<file path="config.mk">
export PLATFORM = sky130hd
export DESIGN_NAME = ppa_port_ctrl
export DESIGN_NICKNAME = d
export VERILOG_FILES = /design/src/hw/ppa_pkg.sv /design/src/hw/ppa_port_ctrl.sv
export SDC_FILE = /design/constraint.sdc
export NUM_CORES = 1
export LEC_CHECK = 0
export ABC_AREA = 1
export ABC_CLOCK_PERIOD_IN_PS = 3500
export BUFFER_PORTS_ARGS = -buffer_cell sky130_fd_sc_hd__buf_4
export CAP_MARGIN = 20
export CORE_UTILIZATION = 54
export CTS_CLUSTER_SIZE = 12
export DETAILED_ROUTE_END_ITERATION = 10
export HOLD_SLACK_MARGIN = 0.12
export PLACE_DENSITY_LB_ADDON = 0.1
export RECOVER_POWER = 25
export SYNTH_ARGS = -nofsm -noshare
export SYNTH_HDL_FRONTEND = slang
export SYNTH_SLANG_ARGS = --single-unit
export TNS_END_PERCENT = 30
</file>
<file path="constraint.sdc">
create_clock -name ref_clk_i -period 3.5 [get_ports ref_clk_i]
set_input_delay 0.175 -clock ref_clk_i [delete_from_list [all_inputs] [get_ports ref_clk_i]]
set_output_delay 0.175 -clock ref_clk_i [all_outputs]
set_load 0.05 [all_outputs]
</file>
<file path="src/hw/ppa_pkg.sv">
// Constants, register map and state encoding for the port mode and power allocation block
package ppa_pkg;
    localparam int unsigned NPORT      = 8;
    localparam int unsigned CLK_MHZ    = 200;
    localparam int unsigned FINGER_MS  = 100;
    localparam int unsigned MPS_MS     = 6;
    localparam int unsigned FINGER_CYC = FINGER_MS * CLK_MHZ * 1000;
    localparam int unsigned MPS_CYC    = MPS_MS * CLK_MHZ * 1000;
    localparam int unsigned TMR_W      = 25;

    localparam logic [7:0] A_DET_RES  = 8'h08;
    localparam logic [7:0] A_REQ_CLS  = 8'h0C;
    localparam logic [7:0] A_PWR_STS  = 8'h10;
    localparam logic [7:0] A_SFLT     = 8'h11;
    localparam logic [7:0] A_MODE_LO  = 8'h12;
    localparam logic [7:0] A_MODE_HI  = 8'h13;
    localparam logic [7:0] A_DET_CMD  = 8'h14;
    localparam logic [7:0] A_CLS_CMD  = 8'h15;
    localparam logic [7:0] A_PWR_EN   = 8'h19;
    localparam logic [7:0] A_POLICE   = 8'h1E;
    localparam logic [7:0] A_INSUFF   = 8'h24;
    localparam logic [7:0] A_ALLOC_LO = 8'h29;
    localparam logic [7:0] A_ALLOC_HI = 8'h2A;
    localparam logic [7:0] A_ASG_CLS  = 8'h4C;

    localparam logic [1:0] MODE_OFF  = 2'h0;
    localparam logic [1:0] MODE_MAN  = 2'h1;
    localparam logic [1:0] MODE_SEMI = 2'h2;
    localparam logic [1:0] MODE_AUTO = 2'h3;

    localparam logic [1:0] ALLOC_4W  = 2'h0;
    localparam logic [1:0] ALLOC_7W  = 2'h1;
    localparam logic [1:0] ALLOC_15W = 2'h2;
    localparam logic [1:0] ALLOC_30W = 2'h3;

    localparam logic [1:0] MODE_RST   = MODE_OFF;
    localparam logic [1:0] ALLOC_RST  = ALLOC_30W;
    localparam logic [7:0] POLICE_RST = 8'h00;
    localparam logic [1:0] FING_ONE   = 2'h1;
    localparam logic [1:0] FING_THREE = 2'h3;

    typedef enum logic [5:0] {
        ST_IDLE = 6'b000001,
        ST_DET  = 6'b000010,
        ST_CLS  = 6'b000100,
        ST_HOLD = 6'b001000,
        ST_WAIT = 6'b010000,
        ST_ON   = 6'b100000
    } ppa_state_type;
endpackage

</file>
<file path="src/hw/ppa_port_ctrl.sv">
// Eight-port operating mode, classification and power allocation controller
`timescale 1ns/1ps
module ppa_port_ctrl #(
    parameter int unsigned FINGER_CYC = ppa_pkg::FINGER_CYC,
    parameter int unsigned MPS_CYC    = ppa_pkg::MPS_CYC
) (
    // Clock and reset
    input  wire logic        ref_clk_i,
    input  wire logic        arst_n_i,
    input  wire logic        ce_i,
    // Register access
    input  wire logic [7:0]  reg_addr_i,
    input  wire logic [7:0]  reg_wdata_i,
    input  wire logic        reg_wr_i,
    input  wire logic        reg_rd_i,
    output logic      [7:0]  reg_rdata_o,
    // Measurement front end
    output logic      [7:0]  det_start_o,
    input  wire logic [7:0]  det_done_i,
    input  wire logic [7:0]  det_valid_i,
    output logic      [7:0]  cls_start_o,
    input  wire logic [7:0]  cls_done_i,
    input  wire logic [31:0] cls_value_i,
    // Port power
    output logic      [7:0]  power_on_o,
    output logic      [15:0] fingers_o,
    output logic      [7:0]  port_reset_o,
    input  wire logic [7:0]  fault_i,
    input  wire logic [7:0]  mps_ok_i,
    output logic      [31:0] policing_o
);
    import ppa_pkg::*;
    ppa_state_type         st_reg    [NPORT];
    logic [TMR_W-1:0]      tmr_reg   [NPORT];
    logic [1:0]            mode_reg  [NPORT];
    logic [1:0]            alloc_reg [NPORT];
    logic [3:0]            req_reg   [NPORT];
    logic [3:0]            asg_reg   [NPORT];
    logic [7:0]            police_reg[4];
    logic [7:0]            det_res_reg;
    logic [7:0]            insuff_reg;
    logic [7:0]            sflt_reg;
    logic [7:0]            pen_cmd;
    logic [7:0]            det_cmd;
    logic [7:0]            cls_cmd;
    logic [7:0]            sf_set;
    logic [7:0]            rd_next;
    localparam logic [TMR_W-1:0] FING_LAST = TMR_W'(FINGER_CYC - 1);
    localparam logic [TMR_W-1:0] MPS_LAST  = TMR_W'(MPS_CYC - 1);
    // Class that the port is granted under an allocation; demoted to 3 or 4 where it exceeds a 15 W or 30 W allocation
    function automatic logic [3:0] grant_class(input logic [3:0] req, input logic [1:0] alloc);
        grant_class = req;
        if (alloc == ALLOC_15W && req > 4'h3) begin
            grant_class = 4'h3;
        end else if (alloc == ALLOC_30W && req > 4'h4) begin
            grant_class = 4'h4;
        end
    endfunction
    // A 4 W allocation takes classes 0 and 1, 7 W classes 0 to 2
    function automatic logic short_power(input logic [3:0] req, input logic [1:0] alloc);
        short_power = (alloc == ALLOC_4W && req > 4'h1) || (alloc == ALLOC_7W && req > 4'h2);
    endfunction
    function automatic logic [1:0] finger_count(input logic [3:0] cls);
        finger_count = (cls >= 4'h4) ? FING_THREE : FING_ONE;
    endfunction
    function automatic logic [7:0] pack_pair(input logic [3:0] lo, input logic [3:0] hi);
        pack_pair = {hi, lo};
    endfunction
    always_comb begin
        for (int i = 0; i < NPORT; i++) begin
            pen_cmd[i] = reg_wr_i && reg_addr_i == A_PWR_EN && reg_wdata_i[i];
            det_cmd[i] = reg_wr_i && reg_addr_i == A_DET_CMD && reg_wdata_i[i];
            cls_cmd[i] = reg_wr_i && reg_addr_i == A_CLS_CMD && reg_wdata_i[i];
            sf_set[i]  = st_reg[i] == ST_CLS && cls_done_i[i] && mode_reg[i] != MODE_MAN
                         && mode_reg[i] != MODE_OFF && short_power(cls_value_i[4*i+:4], alloc_reg[i]);
        end
    end
    // Host-written configuration
    always_ff @(posedge ref_clk_i or negedge arst_n_i) begin
        if (!arst_n_i) begin
            for (int i = 0; i < NPORT; i++) begin
                mode_reg[i]  <= MODE_RST;
                alloc_reg[i] <= ALLOC_RST;
            end
            for (int k = 0; k < 4; k++) begin
                police_reg[k] <= POLICE_RST;
            end
        end else if (ce_i && reg_wr_i) begin
            for (int k = 0; k < 4; k++) begin
                if (reg_addr_i == A_MODE_LO) begin
                    mode_reg[k] <= reg_wdata_i[2*k+:2];
                end
                if (reg_addr_i == A_MODE_HI) begin
                    mode_reg[k+4] <= reg_wdata_i[2*k+:2];
                end
                if (reg_addr_i == A_ALLOC_LO) begin
                    alloc_reg[k] <= reg_wdata_i[2*k+:2];
                end
                if (reg_addr_i == A_ALLOC_HI) begin
                    alloc_reg[k+4] <= reg_wdata_i[2*k+:2];
                end
                if (reg_addr_i == A_POLICE + 8'(k)) begin
                    police_reg[k] <= reg_wdata_i;
                end
            end
        end
    end
    // Power limit comes only from the policing bytes, never from the allocation
    always_ff @(posedge ref_clk_i or negedge arst_n_i) begin
        if (!arst_n_i) begin
            policing_o <= {4{POLICE_RST}};
        end else if (ce_i) begin
            policing_o <= {police_reg[3], police_reg[2], police_reg[1], police_reg[0]};
        end
    end
    // Sticky fault flags clear on read; a set in the same cycle wins
    always_ff @(posedge ref_clk_i or negedge arst_n_i) begin
        if (!arst_n_i) begin
            insuff_reg <= 8'h00;
            sflt_reg   <= 8'h00;
        end else if (ce_i) begin
            insuff_reg <= ((reg_rd_i && reg_addr_i == A_INSUFF) ? 8'h00 : insuff_reg) | sf_set;
            sflt_reg   <= ((reg_rd_i && reg_addr_i == A_SFLT) ? 8'h00 : sflt_reg) | sf_set;
        end
    end
    // Per-port sequencer
    always_ff @(posedge ref_clk_i or negedge arst_n_i) begin
        if (!arst_n_i) begin
            for (int i = 0; i < NPORT; i++) begin
                st_reg[i]  <= ST_IDLE;
                tmr_reg[i] <= '0;
                req_reg[i] <= 4'h0;
                asg_reg[i] <= 4'h0;
            end
            det_res_reg  <= 8'h00;
            det_start_o  <= 8'h00;
            cls_start_o  <= 8'h00;
            power_on_o   <= 8'h00;
            port_reset_o <= 8'h00;
            fingers_o    <= 16'h0000;
        end else if (ce_i) begin
            for (int i = 0; i < NPORT; i++) begin
                det_start_o[i]  <= 1'b0;
                cls_start_o[i]  <= 1'b0;
                port_reset_o[i] <= 1'b0;
                if (mode_reg[i] == MODE_OFF) begin
                    st_reg[i]         <= ST_IDLE;
                    power_on_o[i]     <= 1'b0;
                    fingers_o[2*i+:2] <= 2'h0;
                    det_res_reg[i]    <= 1'b0;
                    asg_reg[i]        <= 4'h0;
                end else begin
                    unique case (st_reg[i])
                        ST_IDLE: begin
                            if (mode_reg[i] != MODE_MAN) begin
                                det_start_o[i] <= 1'b1;
                                st_reg[i]      <= ST_DET;
                            end else if (pen_cmd[i]) begin
                                power_on_o[i] <= 1'b1;
                                asg_reg[i]    <= 4'h0;
                                tmr_reg[i]    <= '0;
                                st_reg[i]     <= ST_ON;
                            end else if (det_cmd[i]) begin
                                det_start_o[i] <= 1'b1;
                                st_reg[i]      <= ST_DET;
                            end else if (cls_cmd[i]) begin
                                cls_start_o[i] <= 1'b1;
                                st_reg[i]      <= ST_CLS;
                            end
                        end
                        ST_DET: begin
                            if (det_done_i[i]) begin
                                det_res_reg[i] <= det_valid_i[i];
                                if (mode_reg[i] != MODE_MAN && det_valid_i[i]) begin
                                    cls_start_o[i] <= 1'b1;
                                    st_reg[i]      <= ST_CLS;
                                end else begin
                                    st_reg[i] <= ST_IDLE;
                                end
                            end
                        end
                        ST_CLS: begin
                            if (cls_done_i[i]) begin
                                req_reg[i] <= cls_value_i[4*i+:4];
                                if (mode_reg[i] == MODE_MAN) begin
                                    port_reset_o[i] <= 1'b1;
                                    st_reg[i]       <= ST_IDLE;
                                end else if (sf_set[i]) begin
                                    st_reg[i] <= ST_IDLE;
                                end else begin
                                    fingers_o[2*i+:2] <= finger_count(grant_class(cls_value_i[4*i+:4],
                                                                                  alloc_reg[i]));
                                    tmr_reg[i]        <= '0;
                                    st_reg[i]         <= ST_HOLD;
                                end
                            end
                        end
                        ST_HOLD: begin
                            if (tmr_reg[i] == FING_LAST) begin
                                if (mode_reg[i] == MODE_AUTO) begin
                                    power_on_o[i] <= 1'b1;
                                    asg_reg[i]    <= grant_class(req_reg[i], alloc_reg[i]);
                                    tmr_reg[i]    <= '0;
                                    st_reg[i]     <= ST_ON;
                                end else begin
                                    st_reg[i] <= ST_WAIT;
                                end
                            end else begin
                                tmr_reg[i] <= tmr_reg[i] + 1'b1;
                            end
                        end
                        ST_WAIT: begin
                            if (mode_reg[i] == MODE_MAN) begin
                                fingers_o[2*i+:2] <= 2'h0;
                                st_reg[i]         <= ST_IDLE;
                            end else if (pen_cmd[i] || mode_reg[i] == MODE_AUTO) begin
                                power_on_o[i] <= 1'b1;
                                asg_reg[i]    <= grant_class(req_reg[i], alloc_reg[i]);
                                tmr_reg[i]    <= '0;
                                st_reg[i]     <= ST_ON;
                            end
                        end
                        ST_ON: begin
                            if (fault_i[i] || (!mps_ok_i[i] && tmr_reg[i] == MPS_LAST)) begin
                                power_on_o[i]     <= 1'b0;
                                fingers_o[2*i+:2] <= 2'h0;
                                st_reg[i]         <= ST_IDLE;
                            end else begin
                                tmr_reg[i] <= mps_ok_i[i] ? '0 : tmr_reg[i] + 1'b1;
                            end
                        end
                    endcase
                end
            end
        end
    end
    // Read data is registered: it appears the cycle after the read strobe
    always_comb begin
        rd_next = 8'h00;
        if (reg_addr_i[7:2] == A_REQ_CLS[7:2]) begin
            rd_next = pack_pair(req_reg[2*reg_addr_i[1:0]], req_reg[2*reg_addr_i[1:0]+1]);
        end else if (reg_addr_i[7:2] == A_ASG_CLS[7:2]) begin
            rd_next = pack_pair(asg_reg[2*reg_addr_i[1:0]], asg_reg[2*reg_addr_i[1:0]+1]);
        end else if (reg_addr_i >= A_POLICE && reg_addr_i <= A_POLICE + 8'h03) begin
            rd_next = police_reg[2'(reg_addr_i - A_POLICE)];
        end else begin
            unique case (reg_addr_i)
                A_DET_RES:  rd_next = det_res_reg;
                A_PWR_STS:  rd_next = power_on_o;
                A_SFLT:     rd_next = sflt_reg;
                A_INSUFF:   rd_next = insuff_reg;
                A_MODE_LO:  rd_next = {mode_reg[3], mode_reg[2], mode_reg[1], mode_reg[0]};
                A_MODE_HI:  rd_next = {mode_reg[7], mode_reg[6], mode_reg[5], mode_reg[4]};
                A_ALLOC_LO: rd_next = {alloc_reg[3], alloc_reg[2], alloc_reg[1], alloc_reg[0]};
                A_ALLOC_HI: rd_next = {alloc_reg[7], alloc_reg[6], alloc_reg[5], alloc_reg[4]};
                default:    rd_next = 8'h00;
            endcase
        end
    end
    always_ff @(posedge ref_clk_i or negedge arst_n_i) begin
        if (!arst_n_i) begin
            reg_rdata_o <= 8'h00;
        end else if (ce_i && reg_rd_i) begin
            reg_rdata_o <= rd_next;
        end
    end

    // Every port is watched, so each mode is checked on whichever port runs it
    for (genvar p = 0; p < NPORT; p++) begin : g_port_chk

    end
endmodule

</file>
# == Word level (Yosys, flattened, before mapping) ==
# Cells that the tools add are included.
# classes
n_eq_ne,313
add_sub_neg,10
n_reduce_logical,296
n_bitwise,13
muxes,685
order_cmp,61
# ops
operator,n
$mux 25,88
$pmux 25 s5,8
$mux 4,160
$mux 6,96
$pmux 6 s6,8
$ne 3x3->1 const B,88
$mux 1,216
$add 25x1->25 const B,8
$eq 25x21->1 const B,8
$eq 25x25->1 const B,8
$logic_and 1x1->1,128
$ne 2x2->1 const B,64
$mux 2,56
$reduce_and 7->1,16
$gt 4x2->1 const B,24
$pmux 4 s3,8
$reduce_and 12->1,8
$reduce_bool 5->1,16
$eq 8x5->1 const B,9
$reduce_and 9->1,8
$ge 33x4->1 const B,2
$gt 4x3->1 const B,16
$pmux 8 s8,1
$reduce_and 8->1,8
41 further kinds,326
# totals
in_bits,93
ff_bits,488
word_cells,1461
out_inout_bits,88

# == Depth between registers and ports, before layout ==
# Gate-level depths: netlist (run 1).
# depth
ltp_word,18
depth_mapped,15
ltp_nobuf,14

# == Least setup slack after synthesis (run 1) ==
# No wires, ideal clock.
# synth_timing
path_kind,reg-to-reg
from,reg tmr_reg[25] (netlist name)
to,reg st_reg[9] (netlist name)
stages_incl_launch_ff,13
t_arrival_ns,1.941
period_less_slack_ns,2.058
required_ns,3.382
setup_slack_ns,1.442
cell_sequence,dfrtp_1 -> ha_1 -> nand2_1 -> nor2_1 -> nand2_1 -> nor2_1 -> nand2_1 -> nand3_1 -> nand2_1 -> nor2_1 -> nand2_2 -> nand2_1 -> nand2_1
# synth_via
elab_chain_cells,5
elab_cells_between_ends,7
classes_between,eq/ne: 4; reduce/logical: 3
# synth_lines
item,line,source
start: declaration,ppa_port_ctrl.sv:34,logic [TMR_W-1:0] tmr_reg [NPORT];
start signal: indexed assignment,ppa_port_ctrl.sv:209,tmr_reg[i] <= tmr_reg[i] + 1'b1;
start signal: indexed assignment,ppa_port_ctrl.sv:229,tmr_reg[i] <= mps_ok_i[i] ? '0 : tmr_reg[i] + 1'b1;
$eq 25x21->1,ppa_port_ctrl.sv:224,if (fault_i[i] || (!mps_ok_i[i] && tmr_reg[i] == MPS_LAST)) begin
$logic_and 1x1->1,ppa_port_ctrl.sv:224,
$logic_or 1x1->1,ppa_port_ctrl.sv:224,
$ne 3x3->1 (no line),-,
$reduce_and 7->1 (no line) *,-,
end signal: indexed assignment,ppa_port_ctrl.sv:215,st_reg[i] <= ST_IDLE;
end signal: indexed assignment,ppa_port_ctrl.sv:220,st_reg[i] <= ST_ON;
end signal: indexed assignment,ppa_port_ctrl.sv:227,st_reg[i] <= ST_IDLE;
end: declaration,ppa_port_ctrl.sv:33,ppa_state_type st_reg [NPORT];
# Mark *: on every way between the ends. The rest lies on a longest branch, timed or not.
# A chain may end at the register's enable or synchronous reset.

# == Worst setup path in the final report (run 1) ==
# layout_timing
from,reg mode_reg[12] (netlist name)
to,reg req_reg[26] (netlist name)
# layout_via
elab_chain_cells,3
# layout_lines
item,line,source
start: declaration,ppa_port_ctrl.sv:35,logic [1:0] mode_reg [NPORT];
start signal: indexed assignment,ppa_port_ctrl.sv:91,mode_reg[k] <= reg_wdata_i[2*k+:2];
start signal: indexed assignment,ppa_port_ctrl.sv:94,mode_reg[k+4] <= reg_wdata_i[2*k+:2];
$logic_not 2->1,ppa_port_ctrl.sv:146,if (mode_reg[i] == MODE_OFF) begin
$not 1->1 (no line),-,
$reduce_and 4->1 (no line),-,
end signal: indexed assignment,ppa_port_ctrl.sv:184,req_reg[i] <= cls_value_i[4*i+:4];
end: declaration,ppa_port_ctrl.sv:37,logic [3:0] req_reg [NPORT];
# Every way passes these cells.

==> results of run 1 <==
[layout make-up]
class | instances | area [µm²]
Antenna cell | 3 | 7.507
Clock buffer | 76 | 1630
Clock inverter | 33 | 462.9
Fill cell | 6078 | 23310
Inverter | 537 | 2018
Multi-Input combinational cell | 4292 | 19620
Sequential cell | 488 | 12240
Tap cell | 846 | 1059
Timing Repair Buffer | 342 | 2850
[per-layer routing]
metal	GRT usage, %	wire [µm]	up-vias
met5	0	0	-
met3	5.888	9744	216
met4	10.23	3152	0
met1	49.31	50690	17120
met2	54.38	50500	1527
li1	-	-	18310
[cells in the mapped netlist (all sizes together)]
cell / instances / share of area [%]
nor2: 720 / 8.2
clkinv: 13 / 0.14
clkbuf: 112 / 1.2
o21a: 1 / 0.022
o211a: 1 / 0.029
nor4: 10 / 0.18
o21ai: 346 / 5.0
inv: 524 / 5.7
nor3: 78 / 1.1
a31o: 1 / 0.025
a211oi: 3 / 0.065
nor3b: 3 / 0.065
o21bai: 7 / 0.15
or2: 20 / 0.36
o2111ai: 11 / 0.28
o31ai: 29 / 0.63
dfstp: 24 / 1.8
a21boi: 7 / 0.16
o211ai: 8 / 0.17
nand4: 176 / 3.2
dfrtp: 464 / 34
a21o: 5 / 0.11
nand3b: 21 / 0.49
o22ai: 28 / 0.51
mux2i: 2 / 0.058
nand3: 702 / 10
a21oi: 95 / 1.4
o41ai: 1 / 0.025
ha: 39 / 1.4
xnor2: 11 / 0.28
mux2: 6 / 0.20
nand2: 1901 / 21
buf: 48 / 0.88
a32o: 1 / 0.029
xor2: 59 / 1.5
[where the power goes]
group | internal [mW] | switching (mW) | total, mW
Sequential | 5.73 | 0.0792 | 5.81
Clock | 4.08 | 2.60 | 6.68
Combinational | 0.355 | 0.843 | 1.20
[layout by cell type, fill, tap and decap left out, types with 23 or more instances in the layout]
cell and n:
a21oi_1 95, dfstp_2 24, buf_4 227, o22ai_1 28, nand2_1 1881, o21ai_0 341
clkbuf_16 59, inv_1 519, dfrtp_1 464, nor2_1 690, nand4_1 176, nor2_2 23
xor2_1 59, dlygate4sd3_1 103, ha_1 39, nand3_1 694, nor3_1 78, o31ai_1 29
[kinds of logic (layout without fill, tap and decap cells)]
kind of cell	count (synthesis)	after routing	share of synthesized area, %
other	0	3	0
buffers and inverters	697	988	7.920
flip-flops	488	488	35.38
AND/OR/NAND/NOR	3631	3631	44.67
multiplexers	8	8	0.2531
XOR/XNOR	70	70	1.772
adder cells (fa/ha/maj)	39	39	1.410
AO/OA/AOI/OAI	544	544	8.596
[worst max-delay path: cells and delay by family, from the launching register on]
family,cells,cell delay [ns]
adders and majority gates,1,0.16
buffers and inverters,5,1.76
AOI/OAI and AO/OA,1,0.12
and+or+nand+nor,2,0.46
DFF,1,0.44
[through the flow]
| step | util (%) | area [µm²] | instances | hold WS (ns) |
|---|---|---|---|---|
| detailed placement | 58.21 | 36790 | 6402 | 0.2491 |
| CTS | 63.16 | 39910 | 6614 | 0.1202 |
| floorplan | - | 34600 | 5477 | -0.1206 |
| global placement | 58.21 | 36790 | 6402 | 0.2443 |
| global route | 63.11 | 39890 | 6616 | 0.1533 |
| finish | 63.12 | 39890 | 6617 | 0.1528 |
[worst max path at each step]
stage | from | end | slack [ns]
2_1_floorplan | tmr_reg[25] | st_reg[9] | 1.44
3_3_place_gp | mode_reg[3] | tmr_reg[30] | 0.81
3_5_place_dp | reg_addr_i[7] | tmr_reg[125] | 0.75
4_1_cts | mode_reg[13] | req_reg[26] | 0.60
5_1_grt | mode_reg[12] | req_reg[26] | 0.30
6_report | mode_reg[12] | req_reg[26] | 0.50
==> results by group, run 1 <==
Clock tree
  – Hold buffer count at CTS: approximately 100
  – CTS tree: yes
  – CTS buffer count: 58
  – Resize count post-CTS: 0
  – Skew-Pair Late Insertion Delay: roughly 0.64 ns
  – CTS clk-pin slew, worst paths: 0.06 ns
  – Root buffer cell: clkbuf_16
  – Sink Count: ~500
  – Clock tree buffer depth: 3
  – H-Tree Depth: 2
  – Postcts setup bufs: 0

Timing
  – Max Slew Vio Count: 90
  – Setup TNS: 0 ns
  – Fin. Hold Viols: 0
  – Final setup viols: 0
  – Worst Setup Slack, final: just over 0.5 ns
  – Slew margin rel.: -76.93%
  – Fmax: approximately 330 MHz
  – Post-route minimum period: roughly 3.0 ns
  – Setup Skew: 0.01994 ns
  – RSZ-0062 raised after global routing: false
  – Worst-margin pin slew: ~2.7 ns
  – Period utilisation layout: 85.63%

Floorplanning
  – Number of cell rows: 92
  – Boundary Pins: 181
  – Die H: around 260 µm
  – Die width: approximately 260 µm
  – Starting density of the core: roughly 55%
  – Die ar.: 65,090 µm²
  – Core area: around 63,000 µm²

Power
  – Cell Pwr Density: approximately 340 nW/µm²
  – Max VDD drop: 0.3994 mV
  – LEAKAGE: approximately 20 nW
  – Design Power: ~14 mW

Min path
  – Worst Hold Class: in2reg
  – Hold depth: 8
  – Hold Path Sink: power_on_o[1]
  – Worst hold start: fault_i[1]

Placement
  – GPL Wtd Cong: 0.9918
  – HPWL after detailed placement: roughly 83 mm
  – Pre-CTS setup slack: between 0.7 and 0.8 ns
  – IO Port Bufs: 180

Critical path
  – Capturing element type of the critical path: register
  – CP Class: reg2reg
  – Most used cell, CP: dlygate4sd3_1
  – Worst path slowest cell: dlygate4sd3_1
  – R2r setup slk: ~0.50 ns
  – FF-to-FF Start: mode_reg[12]
  – Crit-path cells: inv_1 > ha_1 > buf_4 > clkinv_1 > nand4_1 > nor2_1 > dlygate4sd3_1 > a21oi_1 > dlygate4sd3_1
  – WP data arrival: roughly 3.6 ns
  – Crit path largest cell delay: 0.57 ns
  – Required time of the critical path: 4.07 ns
  – R2R depth: 9
  – Crit-path max FO: 17
  – Reg-to-Reg End: req_reg[26]
  – Worst setup SP type: register

Detailed routing
  – Via density: 5.618
  – DR vias: 37,180
  – Remaining DRCs: 0
  – Avg WL per Cell: roughly 17 µm
  – Final wirelength: 114.1 mm
  – DRT iter0 DRCs: approximately 3,900
  – Final ANT Viol Nets: 0
  – DR pass1 iterations: 6

Global routing
  – Largest net degree at the start of global routing: between 90 and 100
  – Vias in the first global route: between 30,000 and 40,000
  – First-pass GRT wire length: between 150 and 200 mm
  – GRT Total Usage: between 30% and 40%
  – Antenna violations before repair: 2
  – Total grt overflow: 0

Synthesis
  – Sequential cell area fraction in the yosys report: 35.38%
  – Syn Area/Cell: between 6 and 7 µm²
  – Synth Cell Area: ~35,000 µm²
  – Synth Instances: between 5,000 and 6,000
  – Yosys warning count: 0
  – Mapped Nets: 5,609
  – Number of library cell types mapped by synthesis: a little under 50
  – Seq cells post-synth: approximately 490

Final layout
  – Layout cell share with drive strength beyond 1: ~7.9%
  – Layout area overhead: 15.29%
  – Nets: between 5,000 and 6,000
  – Number of flip-flops in the largest register: 200

Status
  – Outcome: complete, but fails checks
  – Failing checks: max-capacitance violations, max-slew violations

Flow run
  – Max-cap violations: 1
No activity file was read; power rests on OpenSTA's default activity.
==> inputs of run 2 (changes only) <==
- ABC_AREA: 1 -> default
==> run 2 against run 1 <==
  * The flow still finishes with violations (max-capacitance violations, max-slew violations)
  * Via count decreased by 28%
  * Critical path depth fell by 2
  * Die area decreased by 17%
  * Sequential power grew 15%
  * Hold slack improved by 0.0065 ns
==> results by group, run 2 <==
Synthesis
  – Sequential cell area fraction in the yosys report: 42.44% (+7.1 points)
  – Synth cell count leaders: dfrtp_1 (464), o21ai_0 (294), nand2_1 (270)
  – Adder-Cell Fraction of Synth Area: 1.692% (+0.28 points)
  – Synth Flop Type: dfrtp_1
  – Synth Instances: 3,104 (-43%)
  – Mapped Nets: 3,236 (-42%)
  – Largest family of logic cells by synthesized area: simple AND/OR/NAND/NOR gates
  – Yosys top cell area share: 40.26% (+6.7 points)
  – Number of library cell types mapped by synthesis: 90 (+84%)
  – Top-count cell post-synth: dfrtp_1
  – Post-synth ARST share: 100.0% (unchanged)
  – Synth Cell Area: 28,840 µm² (-17%)
  – Number of flops mapped to enable cells by yosys: 0 (unchanged)
  – Largest area contributor in the netlist: dfrtp_1
  – Simple logic cell fraction of the synthesized area: 22.40% (-22 points)
  – Synth area leaders: dfrtp_1 (40%), mux2_2 (7.3%), o21ai_0 (5.1%)
  – Syn Area/Cell: 9.292 µm² (+47%)
  – Compound-gate portion of the synthesized area: 19.43% (+11 points)
  – Seq cells post-synth: 488 (unchanged)
  – Multiplexer share of the synthesized area: 10.00% (+9.8 points)
  – Synth Area in XOR/XNOR: 0.4859% (-1.3 points)
  – Yosys warning count: 0 (unchanged)

Detailed routing
  – Final ANT Viol Nets: 0 (unchanged)
  – Remaining DRCs: 0 (unchanged)
  – Via density: 6.508 (+16%)
  – DR vias: 26,620 (-28%)
  – Avg WL per Cell: 21.78 µm (+26%)
  – DR pass1 iterations: 6 (unchanged)
  – DRT iter0 DRCs: 2,388 (-39%)
  – Final wirelength: 89.12 mm (-22%)

Critical path
  – Worst Setup SP: st_reg[16]
  – Crit path largest cell delay: 0.60 ns (+0.03 ns)
  – WP depth: 7 (-2)
  – CP Class: reg2reg
  – FF-to-FF Start: st_reg[16]
  – Worst setup SP type: register
  – WP data arrival: 3.75 ns (+0.18 ns)
  – Crit path capture: det_res_reg[5]
  – Worst path buffer plus inverter count: 2 (-3)
  – Reg-to-Reg End: det_res_reg[5]
  – Capturing element type of the critical path: register
  – Cell family with most CP delay: buffers and inverters
  – Crit-path cells: or4_1 > nor3_1 > a21oi_1 > o21ai_0 > dlygate4sd3_1 > o21ai_0 > dlygate4sd3_1
  – Required time of the critical path: 4.01 ns (-0.06 ns)
  – Worst path slowest cell: or4_1
  – Crit-path max FO: 16 (-1)
  – R2R depth: 7 (-2)
  – R2r setup slk: 0.26 ns (-0.24 ns)

Power
  – Internal power component: 11.38 mW (+12%)
  – Design Power: 16.48 mW (+20%)
  – Seq pwr share: 40.6% (-1.9 points)
  – Combinational power share: 21.7% (+13 points)
  – Clock group share of total power: 37.7% (-11 points)
  – Cell Pwr Density: 484.0 nW/µm² (+41%)
  – LEAKAGE: 14.66 nW (-25%)
  – Sw frac: 30.94% (+5.2 points)
  – Max VDD drop: 0.3923 mV (-1.8%)
  – NetSw: 5.098 mW (+45%)

Final layout
  – Layout area overhead: 18.04%
  – Nets: 3,490 (-40%)
  – Most common cell after layout, fill and taps aside: dfrtp_1
  – Number of flip-flops in the largest register: 200 (unchanged)
  – Layout cell share with drive strength beyond 1: 19.23% (+11 points)
  – Filler cells: 4,370 (-28%)
  – Most frequent cells in the layout: dfrtp_1 (464), o21ai_0 (294), nand2_1 (270)
  – Final Instance Count excl. Fillers: 4,091 (-38%)

Floorplanning
  – Boundary Pins: 181 (unchanged)
  – Core area: 52,660 µm² (-17%)
  – Die width: 233.1 µm (-8.6%)
  – Number of cell rows: 84 (-8.7%)
  – Die ar.: 54,340 µm² (-17%)
  – Starting density of the core: 54.78% (about the same)
  – Die H: 233.1 µm (-8.6%)

Clock tree
  – CTS buffer count: 55 (-5.2%)
  – Sink Count: 488 (unchanged)
  – Postcts setup bufs: 0 (unchanged)
  – Root buffer cell: clkbuf_16
  – H-Tree Depth: 2 (unchanged)
  – Clock tree buffer depth: 3 (unchanged)
  – CTS clk-pin slew, worst paths: 0.06 ns (about the same)
  – CTS tree: yes
  – Skew-Pair Late Insertion Delay: 0.63 ns (about the same)

Timing
  – Max Slew Vio Count: 110 (+22%)
  – Worst-margin pin slew: 2.947 ns (+0.2934 ns)
  – Setup TNS: 0 ns (unchanged)
  – RSZ-0062 raised after global routing: false
  – Fin. Hold Viols: 0 (unchanged)
  – Period utilisation layout: 92.60% (+7.0 points)
  – Setup Skew: 0.03269 ns (+0.01275 ns)
  – Final setup viols: 0 (unchanged)
  – Post-route minimum period: 3.241 ns (+0.2441 ns)
  – Fmax: 308.5 MHz (-7.5%)
  – Worst Setup Slack, final: 0.2589 ns (-0.2441 ns)
  – Slew margin rel.: -96.49% (-20 points)

Global routing
  – Antenna violations before repair: 0 (-2)
  – GRT Total Usage: 32.74% (-2.1 points)
  – Total grt overflow: 0 (unchanged)
  – First-pass GRT wire length: 141.4 mm (-22%)
  – Vias in the first global route: 25,400 (-25%)
  – Largest net degree at the start of global routing: 116 (+23%)

Status
  – Failing checks: max-capacitance violations, max-slew violations
  – Outcome: complete, but fails checks

Placement
  – GPL Wtd Cong: 0.9534 (-3.9%)
  – Pre-CTS setup slack: 0.3772 ns (-0.3771 ns)
  – HPWL after detailed placement: 63.40 mm (-24%)
  – Placed cells: 3,897 (-39%)
  – IO Port Bufs: 180 (unchanged)

Flow run
  – Max-cap violations: 1 (unchanged)

Min path
  – Worst Hold Class: in2reg
==> run 2: power by group through the flow <==
stage                     registers, mW  logic, mW  clock network [mW]
after floorplan                    6.77       2.10                   0
after global placement             6.75       3.31                   0
after detailed placement           6.77       3.36                   0
after CTS                          6.67       3.52                6.32
after global routing               6.75       3.88                6.55
final                              6.69       3.57                6.22
==> run 2: routing by layer <==
metal | vias up | GRT usage, % | part of all wire, %
li1 | 12210 | - | -
met2 | 1089 | 52.01 | 47
met1 | 13150 | 45.54 | 43
met3 | 183 | 4.980 | 7.3
met4 | 0 | 11.36 | 3.2
met5 | - | 0 | 0
==> run 2: cells by family after synthesis <==
| kind of cell | Yosys count |
|---|---|
| DFF | 488 |
| buffers and inverters | 256 |
| muxes | 225 |
| and+or+nand+nor | 1224 |
| xor gates and xnor gates | 16 |
| adders and majority gates | 39 |
| AOI/OAI and AO/OA | 856 |
==> run 2: through the flow <==
step           hold slack [ns]  cell area [µm²]  util [%]
2_1_floorplan          -0.1206            28840         -
3_3_place_gp            0.3389            31200     59.25
3_5_place_dp            0.3542            31200     59.25
4_1_cts                 0.1247            34040     64.65
5_1_grt                 0.2039            34040     64.65
6_report                0.1592            34050     64.66
==> run 2: worst min path at each step <==
stage,slack [ns],to,start,cells past startpoint
floorplan,-0.12,asg_reg[0],arst_n_i,0
global placement,0.34,tmr_reg[90],arst_n_i,1
detailed placement,0.35,tmr_reg[90],arst_n_i,1
CTS,0.12,power_on_o[4],fault_i[4],5
global route,0.20,power_on_o[4],fault_i[4],5
finish,0.16,power_on_o[4],fault_i[4],5
==> run 2: timing repair <==
item	in CTS	in global routing
setup endpoints to repair	0	0
hold buffers	90	1
resized for setup	0	0
endpoints found under the hold margin	247	2
==> run 2: cell type report <==
type                       instances  area (µm²)  share of cell area [%]
timing repair buffer             367        3069                   9.015
clock buffer                      76        1577                   4.631
multi-input combinational       2360       15600                   45.82
clock inverter                    24       369.1                   1.084
sequential                       488       12240                   35.96
inverter                          86       322.8                  0.9482
antenna                            2       5.005                 0.01470
tap                              688       860.8                   2.528
==> run 2: worst min-delay path: cells and delay by family <==
kind / cells / cell delay (ns)
AOI/OAI and AO/OA: 2 / 0.36
and+or+nand+nor: 1 / 0.06
buffers and inverters: 2 / 0.14
